===== src/common/ext_mem_map.svh =====
`ifndef EXT_MEM_MAP_SVH
`define EXT_MEM_MAP_SVH
// ----------------------------------------------------------------
// Register byte addresses
// ----------------------------------------------------------------
`define STRETCH_CTRL_IDX 8'hFD
`define ADDR_STRETCH_CTRL 12'h3F4
`define ADDR_CORE_MODE 12'h400
`define ADDR_EXT_INT_VEC 12'h404
`define ADDR_SEG_CPU_PROG 12'h408
`define ADDR_SEG_CPU_DATA 12'h40C
`define ADDR_SEG_DMA_PROG 12'h410
`define ADDR_SEG_DMA_DATA 12'h414
`define ADDR_OUT_TIMING 12'h418
`define ADDR_STATUS 12'h41C
// ----------------------------------------------------------------
// Fields and reset values
// ----------------------------------------------------------------
`define STRETCH_CTRL_RESET 8'h7F
`define STRETCH_CTRL_MASK 8'h7F
`define SEG_RESET 8'hFE
`define SEG_IO_VALUE 8'hFF
`define PORT_CFG_ROM 3'h0
`define PORT_CFG_ROMLESS 3'h3
`define BUS_RESUME_CYCLES 2'h2
`endif


===== src/common/ext_mem_pkg.sv =====
package ext_mem_pkg;
    typedef enum logic [2:0] {
        IDLE_ST = 3'h0,
        T2_ST = 3'h1,
        PROG_ST = 3'h2,
        PIN_ST = 3'h3,
        T3_ST = 3'h4,
        FLOAT_ST = 3'h5,
        RESUME_ST = 3'h6
    } cycle_type;
    typedef enum logic [1:0] {
        CPU_PROG = 2'h0,
        CPU_DATA = 2'h1,
        DMA_PROG = 2'h2,
        DMA_DATA = 2'h3
    } access_type;
endpackage


===== src/ext_mem_stretch.sv =====
`timescale 1ns/1ps
`include "ext_mem_map.svh"
// Contract
// - On-chip accesses never stretched, run at full core clock rate.
// - Enabled stretch pin sampled once the stretch count runs out; low adds one internal cycle.
// - Pin resampled each added cycle; memory holds it low until ready.
// - Program and data external accesses stretched independently, 0..7.
// - Bits 5:3 give data stretch count in internal clock cycles.
// - Bits 2:0 give program stretch count; zero still adds one cycle.
// - Stretch control resets to 7Fh: both counts seven, watchdog set.
// - Bit 7 of stretch control always reads zero.
// - Bus float bit tristates strobes, R/W, memory ports; internal runs.
// - With program memory, ports reset to weak pull-up, config 000.
// - ROM-less, ports reset to push-pull memory mode, config 011.
// - ROM-less strap caught at reset release; low forces external fetch.
// - Expander drives A23:A16; A15 low selects the common segment.
// - A15 high outputs one of four segment registers by access kind.
// - Expander port shows FEh after reset and while A15 low, except strap 00 gives FFh.
// - Nibble straps captured: 00 all I/O FFh, 01/10 low, 11 both.
// - Straps are inputs during reset; board sets them with resistors.
// - CPU program segment register is also port 2 configuration two.
// - Output timing bit 1 forces expander outputs high during strobe.
// - Output timing bit 0 selects alternate read/write timing.
// - DMA segment registers and CPU segment registers are all reachable.
// - Stretch pin sampled only when stretch pin enable is set.
// - Bus request floats pins, grant low; drive two cycles before restart.
module ext_mem_stretch (
    input wire logic clk,
    input wire logic rst,
    input wire logic clkEn,
    input wire logic [11:0] paddr,
    input wire logic psel,
    input wire logic penable,
    input wire logic pwrite,
    input wire logic [31:0] pwdata,
    output logic [31:0] prdata,
    output logic pready,
    output logic pslverr,
    input wire logic accessStart,
    input wire logic accessExternal,
    input wire logic [1:0] accessKind,
    input wire logic [15:0] accessAddr,
    input wire logic accessWrite,
    output logic corePhaseEn,
    output logic accessDone,
    output logic [1:0] corePhase,
    input wire logic stretchReqPin,
    input wire logic busRequestPin,
    output logic busGrant_n,
    input wire logic romlessStrapPin,
    input wire logic segHighNibbleStrapPin,
    input wire logic segLowNibbleStrapPin,
    output logic strapInputMode,
    output logic progMemDisable,
    output logic [2:0] portConfig,
    output logic portPushPull,
    output logic busFloat,
    output logic addrStrobePhase,
    output logic altRwTiming,
    output logic [7:0] expanderOut,
    output logic [7:0] expanderEnable,
    output logic watchdogEnable
);
    // ------------------------------------------------------------
    // Pin synchronisers
    // ------------------------------------------------------------
    logic [4:0] pinMeta;
    logic [4:0] pinSync;
    // Not reset: straps must reach the capture flop through reset
    always_ff @(posedge clk) begin
        if (clkEn) begin
            pinMeta <= {stretchReqPin, busRequestPin, romlessStrapPin,
                segHighNibbleStrapPin, segLowNibbleStrapPin};
            pinSync <= pinMeta;
        end
    end
    logic stretchLow;
    logic busReqLow;
    assign stretchLow = ~pinSync[4];
    assign busReqLow = ~pinSync[3];

    // ------------------------------------------------------------
    // Registers
    // ------------------------------------------------------------
    logic [7:0] stretchCtrl;
    logic [7:0] coreMode;
    logic [7:0] extIntVec;
    logic [7:0] segCpuProg;
    logic [7:0] segCpuData;
    logic [7:0] segDmaProg;
    logic [7:0] segDmaData;
    logic [7:0] outTiming;
    logic wrEn;
    logic rdKnown;
    assign wrEn = psel & penable & pwrite;
    assign pready = 1'b1;

    function automatic logic knownAddr(input logic [11:0] a);
        case (a)
            `ADDR_STRETCH_CTRL, `ADDR_CORE_MODE, `ADDR_EXT_INT_VEC,
            `ADDR_SEG_CPU_PROG, `ADDR_SEG_CPU_DATA, `ADDR_SEG_DMA_PROG,
            `ADDR_SEG_DMA_DATA, `ADDR_OUT_TIMING, `ADDR_STATUS:
                knownAddr = 1'b1;
            default:
                knownAddr = 1'b0;
        endcase
    endfunction
    assign rdKnown = knownAddr(paddr);
    assign pslverr = psel & penable & ~rdKnown;

    always_ff @(posedge clk) begin
        if (rst) begin
            stretchCtrl <= `STRETCH_CTRL_RESET;
            coreMode <= 8'h00;
            extIntVec <= 8'h00;
            segCpuProg <= `SEG_RESET;
            segCpuData <= `SEG_RESET;
            segDmaProg <= `SEG_RESET;
            segDmaData <= `SEG_RESET;
            outTiming <= 8'h00;
        end else if (clkEn && wrEn) begin
            case (paddr)
                `ADDR_STRETCH_CTRL:
                    stretchCtrl <= pwdata[7:0] & `STRETCH_CTRL_MASK;
                `ADDR_CORE_MODE: coreMode <= pwdata[7:0];
                `ADDR_EXT_INT_VEC: extIntVec <= pwdata[7:0];
                `ADDR_SEG_CPU_PROG: segCpuProg <= pwdata[7:0];
                `ADDR_SEG_CPU_DATA: segCpuData <= pwdata[7:0];
                `ADDR_SEG_DMA_PROG: segDmaProg <= pwdata[7:0];
                `ADDR_SEG_DMA_DATA: segDmaData <= pwdata[7:0];
                `ADDR_OUT_TIMING: outTiming <= pwdata[7:0];
                default: ;
            endcase
        end
    end

    // ------------------------------------------------------------
    // Straps
    // ------------------------------------------------------------
    logic rstSeen;
    logic strapTaken;
    logic romlessLow;
    logic [1:0] nibbleStrap;
    always_ff @(posedge clk) begin
        if (rst) begin
            rstSeen <= 1'b1;
            strapTaken <= 1'b0;
            romlessLow <= 1'b0;
            nibbleStrap <= 2'h0;
        end else if (clkEn) begin
            rstSeen <= 1'b0;
            if (rstSeen) begin
                strapTaken <= 1'b1;
                romlessLow <= ~pinSync[2];
                nibbleStrap <= pinSync[1:0];
            end
        end
    end
    assign strapInputMode = rst | rstSeen;
    assign progMemDisable = romlessLow;
    assign watchdogEnable = stretchCtrl[6];
    assign altRwTiming = outTiming[0];

    // Reset port mode follows the ROM-less status
    always_comb begin
        if (romlessLow) begin
            portConfig = `PORT_CFG_ROMLESS;
            portPushPull = 1'b1;
        end else begin
            portConfig = `PORT_CFG_ROM;
            portPushPull = 1'b0;
        end
    end

    // ------------------------------------------------------------
    // Access sequencer
    // ------------------------------------------------------------
    ext_mem_pkg::cycle_type state;
    logic [2:0] waitCount;
    logic [1:0] resumeCount;
    logic [1:0] kind;
    logic [15:0] addrHold;
    logic external;
    always_ff @(posedge clk) begin
        if (rst) begin
            state <= ext_mem_pkg::IDLE_ST;
            waitCount <= 3'h0;
            resumeCount <= 2'h0;
            kind <= 2'h0;
            addrHold <= 16'h0000;
            external <= 1'b0;
        end else if (clkEn) begin
            case (state)
                ext_mem_pkg::IDLE_ST: begin
                    if (busReqLow && coreMode[1]) begin
                        state <= ext_mem_pkg::FLOAT_ST;
                    end else if (accessStart) begin
                        kind <= accessKind;
                        addrHold <= accessAddr;
                        external <= accessExternal | (romlessLow &
                            (accessKind == ext_mem_pkg::CPU_PROG ||
                             accessKind == ext_mem_pkg::DMA_PROG));
                        state <= ext_mem_pkg::T2_ST;
                    end
                end
                ext_mem_pkg::T2_ST: begin
                    if (!external) begin
                        state <= ext_mem_pkg::T3_ST;
                    end else begin
                        if (kind[0]) begin
                            waitCount <= stretchCtrl[5:3];
                        end else begin
                            waitCount <= stretchCtrl[2:0];
                        end
                        state <= ext_mem_pkg::PROG_ST;
                    end
                end
                ext_mem_pkg::PROG_ST: begin
                    if (waitCount != 3'h0) begin
                        waitCount <= waitCount - 3'h1;
                    end else if (extIntVec[0] && stretchLow) begin
                        state <= ext_mem_pkg::PIN_ST;
                    end else begin
                        state <= ext_mem_pkg::T3_ST;
                    end
                end
                ext_mem_pkg::PIN_ST: begin
                    if (!(extIntVec[0] && stretchLow)) begin
                        state <= ext_mem_pkg::T3_ST;
                    end
                end
                ext_mem_pkg::T3_ST: begin
                    state <= ext_mem_pkg::IDLE_ST;
                end
                ext_mem_pkg::FLOAT_ST: begin
                    if (!busReqLow) begin
                        resumeCount <= `BUS_RESUME_CYCLES;
                        state <= ext_mem_pkg::RESUME_ST;
                    end
                end
                ext_mem_pkg::RESUME_ST: begin
                    if (resumeCount == 2'h1) begin
                        state <= ext_mem_pkg::IDLE_ST;
                    end
                    resumeCount <= resumeCount - 2'h1;
                end
                default: state <= ext_mem_pkg::IDLE_ST;
            endcase
        end
    end

    logic stretching;
    assign stretching = state == ext_mem_pkg::PROG_ST ||
        state == ext_mem_pkg::PIN_ST || state == ext_mem_pkg::FLOAT_ST ||
        state == ext_mem_pkg::RESUME_ST;
    assign corePhaseEn = clkEn & ~stretching;
    assign accessDone = state == ext_mem_pkg::T3_ST;
    assign corePhase = (state == ext_mem_pkg::T2_ST) ? 2'h2 :
        (state == ext_mem_pkg::T3_ST) ? 2'h3 :
        (state == ext_mem_pkg::IDLE_ST) ? 2'h1 : 2'h2;
    assign addrStrobePhase = state == ext_mem_pkg::IDLE_ST && accessStart;
    assign busGrant_n = ~(state == ext_mem_pkg::FLOAT_ST);
    assign busFloat = coreMode[0] | state == ext_mem_pkg::FLOAT_ST;

    // ------------------------------------------------------------
    // Bank expander
    // ------------------------------------------------------------
    logic [7:0] segSel;
    logic [7:0] expNext;
    always_comb begin
        case (kind)
            ext_mem_pkg::CPU_PROG: segSel = segCpuProg;
            ext_mem_pkg::CPU_DATA: segSel = segCpuData;
            ext_mem_pkg::DMA_PROG: segSel = segDmaProg;
            default: segSel = segDmaData;
        endcase
        if (!addrHold[15] || state == ext_mem_pkg::IDLE_ST) begin
            expNext = `SEG_RESET;
        end else begin
            expNext = segSel;
        end
        if (outTiming[1] && addrStrobePhase) begin
            expNext = 8'hFF;
        end
        case (nibbleStrap)
            2'h0: expNext = `SEG_IO_VALUE;
            2'h1, 2'h2: expNext = {4'hF, expNext[3:0]};
            default: ;
        endcase
    end
    always_ff @(posedge clk) begin
        if (rst) begin
            expanderOut <= `SEG_RESET;
        end else if (clkEn) begin
            expanderOut <= expNext;
        end
    end
    assign expanderEnable = strapTaken ? (nibbleStrap == 2'h3 ? 8'hFF :
        nibbleStrap == 2'h0 ? 8'h00 : 8'h0F) : 8'h00;

    // ------------------------------------------------------------
    // Read data
    // ------------------------------------------------------------
    always_ff @(posedge clk) begin
        if (rst) begin
            prdata <= 32'h00000000;
        end else if (clkEn && psel && !penable) begin
            case (paddr)
                `ADDR_STRETCH_CTRL:
                    prdata <= {24'h0, stretchCtrl & `STRETCH_CTRL_MASK};
                `ADDR_CORE_MODE: prdata <= {24'h0, coreMode};
                `ADDR_EXT_INT_VEC: prdata <= {24'h0, extIntVec};
                `ADDR_SEG_CPU_PROG: prdata <= {24'h0, segCpuProg};
                `ADDR_SEG_CPU_DATA: prdata <= {24'h0, segCpuData};
                `ADDR_SEG_DMA_PROG: prdata <= {24'h0, segDmaProg};
                `ADDR_SEG_DMA_DATA: prdata <= {24'h0, segDmaData};
                `ADDR_OUT_TIMING: prdata <= {24'h0, outTiming};
                `ADDR_STATUS: prdata <= {24'h0, state, nibbleStrap,
                    romlessLow, ~busGrant_n, strapTaken};
                default: prdata <= 32'h00000000;
            endcase
        end
    end

    // ------------------------------------------------------------
    // Checks
    // ------------------------------------------------------------
    property p_reset_ctrl;
        @(posedge clk) $fell(rst) |-> stretchCtrl == 8'h7F;
    endproperty
    a_reset_ctrl: assert property (p_reset_ctrl) else $error("bad reset");
    property p_bit7;
        @(posedge clk) disable iff (rst) stretchCtrl[7] == 1'b0;
    endproperty
    a_bit7: assert property (p_bit7) else $error("bit7 set");
    property p_internal;
        @(posedge clk) disable iff (rst)
            state == ext_mem_pkg::T2_ST && !external && clkEn
            |=> state == ext_mem_pkg::T3_ST;
    endproperty
    a_internal: assert property (p_internal) else $error("stretched");
    property p_prog_count;
        @(posedge clk) disable iff (rst)
            state == ext_mem_pkg::T2_ST && external && !kind[0] && clkEn
            |=> waitCount == stretchCtrl[2:0];
    endproperty
    a_prog_count: assert property (p_prog_count) else $error("prog count");
    property p_data_count;
        @(posedge clk) disable iff (rst)
            state == ext_mem_pkg::T2_ST && external && kind[0] && clkEn
            |=> waitCount == stretchCtrl[5:3];
    endproperty
    a_data_count: assert property (p_data_count) else $error("data count");
    property p_pin_hold;
        @(posedge clk) disable iff (rst)
            state == ext_mem_pkg::PIN_ST && stretchLow && extIntVec[0]
            |=> state == ext_mem_pkg::PIN_ST;
    endproperty
    a_pin_hold: assert property (p_pin_hold) else $error("pin drop");
    property p_grant;
        @(posedge clk) disable iff (rst)
            state == ext_mem_pkg::FLOAT_ST |-> !busGrant_n && busFloat;
    endproperty
    a_grant: assert property (p_grant) else $error("grant");
    property p_common;
        @(posedge clk) disable iff (rst)
            clkEn && !addrHold[15] && nibbleStrap == 2'h3 && !outTiming[1]
            |=> expanderOut == 8'hFE;
    endproperty
    a_common: assert property (p_common) else $error("common seg");
endmodule


===== config.mk =====
export PLATFORM = sky130hd
export DESIGN_NAME = ext_mem_stretch
export DESIGN_NICKNAME = d
export VERILOG_FILES = /design/src/common/ext_mem_pkg.sv /design/src/ext_mem_stretch.sv
export VERILOG_INCLUDE_DIRS = /design/src /design/src/common
export SDC_FILE = /design/constraint.sdc
export NUM_CORES = 1
export LEC_CHECK = 0
export BUFFER_PORTS_ARGS = -buffer_cell sky130_fd_sc_hd__buf_2
export CAP_MARGIN = 20
export CORE_MARGIN = 2
export CORE_UTILIZATION = 40
export DETAILED_ROUTE_END_ITERATION = 10
export GPL_ROUTABILITY_DRIVEN = 0
export SLEW_MARGIN = 10
export SYNTH_ARGS = -nofsm -noshare
export SYNTH_HDL_FRONTEND = slang
export SYNTH_SLANG_ARGS = --single-unit
export TNS_END_PERCENT = 50

===== constraint.sdc =====
create_clock -name clk -period 4.4 [get_ports clk]
set_input_delay 0.22 -clock clk [delete_from_list [all_inputs] [get_ports clk]]
set_output_delay 0.22 -clock clk [all_outputs]
set_load 0.01 [all_outputs]

==> metrics.md <==
| Metric | Value |
|---|---|
| Area of combinational cells with multiple inputs | `2914 um2` |
| Fraction of registers with async set or reset after synthesis | `0%` |
| RSZ-0062 raised after global routing | `false` |
| Worst hold margin | `0.04255 ns` |
| Run status | `complete, no violations` |
| Register bit count reported by yosys | `106` |
| Drt via density | `5.562` |
| Path category of the worst min-delay check | `input pin to flip-flop` |
| Clock skew after layout | `0.005377 ns` |
| Met1 usage in global routing | `28.95%` |
| Mapped Area | `5548 um2` |
| Final core occ | `44.42%` |
| Clock-pin transition on the worst setup and hold timing paths | `0.07 ns` |
| Area of all sequential standard cells | `2222 um2` |
| Number of DRC violations after detailed-routing iteration 0 | `409` |
| Summed negative setup slack over all endpoints | `0 ns` |
| Post-synthesis mux area share | `10.19%` |
| Vias after detailed routing | `4,611` |
| WL per Instance | `18.31 um` |
| Number of top-level pins | `141` |
| Sequential cell fraction of total power | `51.8%` |
| Number of detailed-routing iterations run before antenna repair | `5` |
| Part of the Yosys area used for sequential elements | `40.05%` |
| Hold violation total from the final report | `0` |
| Clock insertion delay at the later pin of the skew report | `0.35 ns` |
| Max rail drop VDD | `0.0001814 V` |
| Number of enable flip-flop cells after synthesis | `10` |
| Largest fanout on the critical path | `15` |
| Number of input and output port buffers inserted | `74` |
| CTS tree | `done` |
| Part of the power in the clock network | `38.4%` |
| Root buffer cell | `clkbuf_16` |
| Cell Int Power | `1454 uW` |
| Row count | `43` |
| Pin count of the biggest net entering global routing | `53` |
| Compound-gate portion of the synthesized area | `18.06%` |
| Cell count after placement | `813` |
| Number of standard cells in the final layout excluding fillers | `829` |
| CP max stage cell | `nor3b_2` |
| Area of the placeable core | `13,720 um2` |
| Highest-utilization routing layer at the global route stage | `met2` |
| Transition time of the tightest slew-check pin | `0.9812 ns` |
| Initial antenna violation count | `0` |
| Max Clk Rate | `394.7 MHz` |
| Initial Utilization | `40.44%` |
| Post-cts gate resize count | `0` |
| Reported max-cap violation count | `0` |
| Cell type with the largest total area after synthesis | `dfxtp_1` |
| DP HPWL | `10,840 um` |
| Number of antenna repair diodes | `0` |
| Die area | `14,830 um2` |
| Combinational family with the most area after synthesis | `simple AND/OR/NAND/NOR gates` |
| Longest individual stage delay on the worst path | `0.73 ns` |
| Top FF cell, synth | `dfxtp_1` |
| Width of the die | `121.8 um` |
| DR DRC count | `0` |
| Number of sinks handled by clock tree synthesis | `106` |
| Final worst path period share | `57.58%` |
| Share of Yosys cell area claimed by the top area cell type | `34.64%` |
| Global routing usage summed across all routing layers | `20.45%` |
| Layout Area Growth over Synthesis | `9.856%` |
| Final global-route overflow total | `0` |
| Worst Setup End Kind | `flip-flop` |
| Synthesized netlist cell count | `606` |
| Count of nets left with antenna violations after detail routing | `0` |
| Dominant cells by area after synthesis | `dfxtp_1 35%, a211o_1 6.0%, edfxtp_1 5.4%, buf_4 5.1%, mux2i_1 4.5%` |
| Critical path cell sequence | `buf_2, or4b_4, nor3b_2, nand2_1, a211o_1` |
| Ys Warns | `0` |
| Worst slew slack as a fraction of its limit | `34.50%` |
| Met2 Use GR | `31.28%` |
| H-tree depth | `3` |
| Reported net switching power | `528.2 uW` |
| Final Critical Period | `2.534 ns` |
| Total number of nets in the final design | `726` |
| Sw Ratio | `26.65%` |
| Fraction of layout instances using a drive strength above 1 | `19.41%` |
| Vias in the first global route | `4,211` |
| Power density over the cells | `325.2 nW/um2` |
| Worst EP arrival | `2.77 ns` |
| Wire length of the first global-routing pass | `23,090 um` |
| TritonCTS buffer count | `9` |
| Simple-gate share of the synthesized area | `21.15%` |
| Share of total power in combinational logic | `9.9%` |
| Post-synthesis xor/xnor area fraction | `0%` |
| Post-CTS repair timing setup buffer count | `0` |
| CTS Hold Buffers Added | `0` |
| Die height | `121.8 um` |
| DRT Wirelength | `15,180 um` |
| Critical Path Start Type | `input pin` |
| Syn avg cell area | `9.155 um2` |
| Required time of the critical path | `4.63 ns` |
| Number of setup violations in the final report | `0` |
| Leakage | `0.002307 uW` |
| Filler instances | `1,347` |
| CP Class | `input pin to flip-flop` |
| Maximum buffer depth of the clock tree | `2` |
| Number of distinct library cell variants in the gate-level netlist after synthesis | `65` |
| Area share of fa/ha/maj cells after synthesis | `1.353%` |
| Number of max-slew violations in the final report | `0` |
| Met3 Usage GRT | `2.903%` |
| Power after layout | `1982 uW` |
[per-layer routing]
layer	vias up	wire length [um]
li1	2208	-
met1	2188	6857
met2	192	6904
met3	23	1050
met4	0	370
met5	-	0
[layout make-up]
class | count | area share, %
clock buffer | 10 | 3.757
clock inverter | 6 | 0.6569
inverter | 17 | 1.047
multi-input combinational | 432 | 47.81
sequential | 106 | 36.46
tap | 180 | 3.695
timing repair buffer | 78 | 6.569
[worst paths after layout]
check                                startpoint              to  slack, ns  cells after the start
worst max-delay path                   paddr[8]   segCpuProg[2]       1.87                      5
worst min-delay path            romlessStrapPin      pinMeta[2]       0.04                      1
worst max register to register          kind[0]  expanderOut[6]       2.18                      4
worst min register to register       pinMeta[3]      pinSync[3]       0.42                      0
[layout by cell type, fill, tap and decap left out, types with 8 or more instances in the layout]
| cell type | count |
|---|---|
| dfxtp_1 | 96 |
| a21oi_1 | 37 |
| o21ai_0 | 9 |
| buf_2 | 74 |
| edfxtp_1 | 10 |
| nand3_1 | 26 |
| nor2b_1 | 27 |
| nor2_1 | 63 |
| a211o_1 | 38 |
| mux2i_1 | 25 |
| conb_1 | 26 |
| nand2_1 | 43 |
| mux4_2 | 11 |
| inv_1 | 17 |
| clkbuf_16 | 9 |
| nand2b_1 | 8 |
[Yosys cell counts, types with 17 or more instances]
cell type and n:
a211o_1 38, a21oi_1 37, buf_4 38, clkbuf_1 24, dfxtp_1 96, inv_1 17
mux2i_1 25, nand2_1 43, nand3_1 26, nor2_1 63, nor2b_1 27
[worst max-delay path: cells and delay by family]
kind | cells | cell delay [ns]
AND/OR/NAND/NOR | 3 | 1.96
AO/OA/AOI/OAI | 1 | 0.46
buffers and inverters | 1 | 0.13
[registers in the layout, summed over array words and instances (netlist names), 7 cells and up]
register / cells
expanderOut: 8
stretchCtrl: 7
extIntVec: 8
segCpuData: 8
segDmaProg: 8
outTiming: 8
coreMode: 8
segDmaData: 8
segCpuProg: 8
prdata: 8
[per-stage QoR]
stage | setup WS [ns] | cell area [um2]
2_1_floorplan | 2.526 | 5638
3_3_place_gp | 1.612 | 5826
3_5_place_dp | 1.580 | 5826
4_1_cts | 1.938 | 6095
5_1_grt | 1.758 | 6095
6_report | 1.866 | 6095
[logic make-up (layout without fill, tap and decap cells)]
family | after synthesis | count (layout)
buffers and inverters | 92 | 111
AO/OA/AOI/OAI | 137 | 137
flip-flops | 106 | 106
multiplexers | 42 | 42
AND/OR/NAND/NOR | 221 | 221
other | 2 | 26
adder cells (fa/ha/maj) | 6 | 6
[power groups by stage]
stage                     Combinational [uW]  Clock [uW]  Sequential [uW]
after global routing                     216         805             1030
after detailed placement                 194           0             1050
final                                    196         760             1030
after floorplan                          163           0             1020
after CTS                                195         770             1020
after global placement                   192           0             1050
Power figures use the tool's default switching activity.
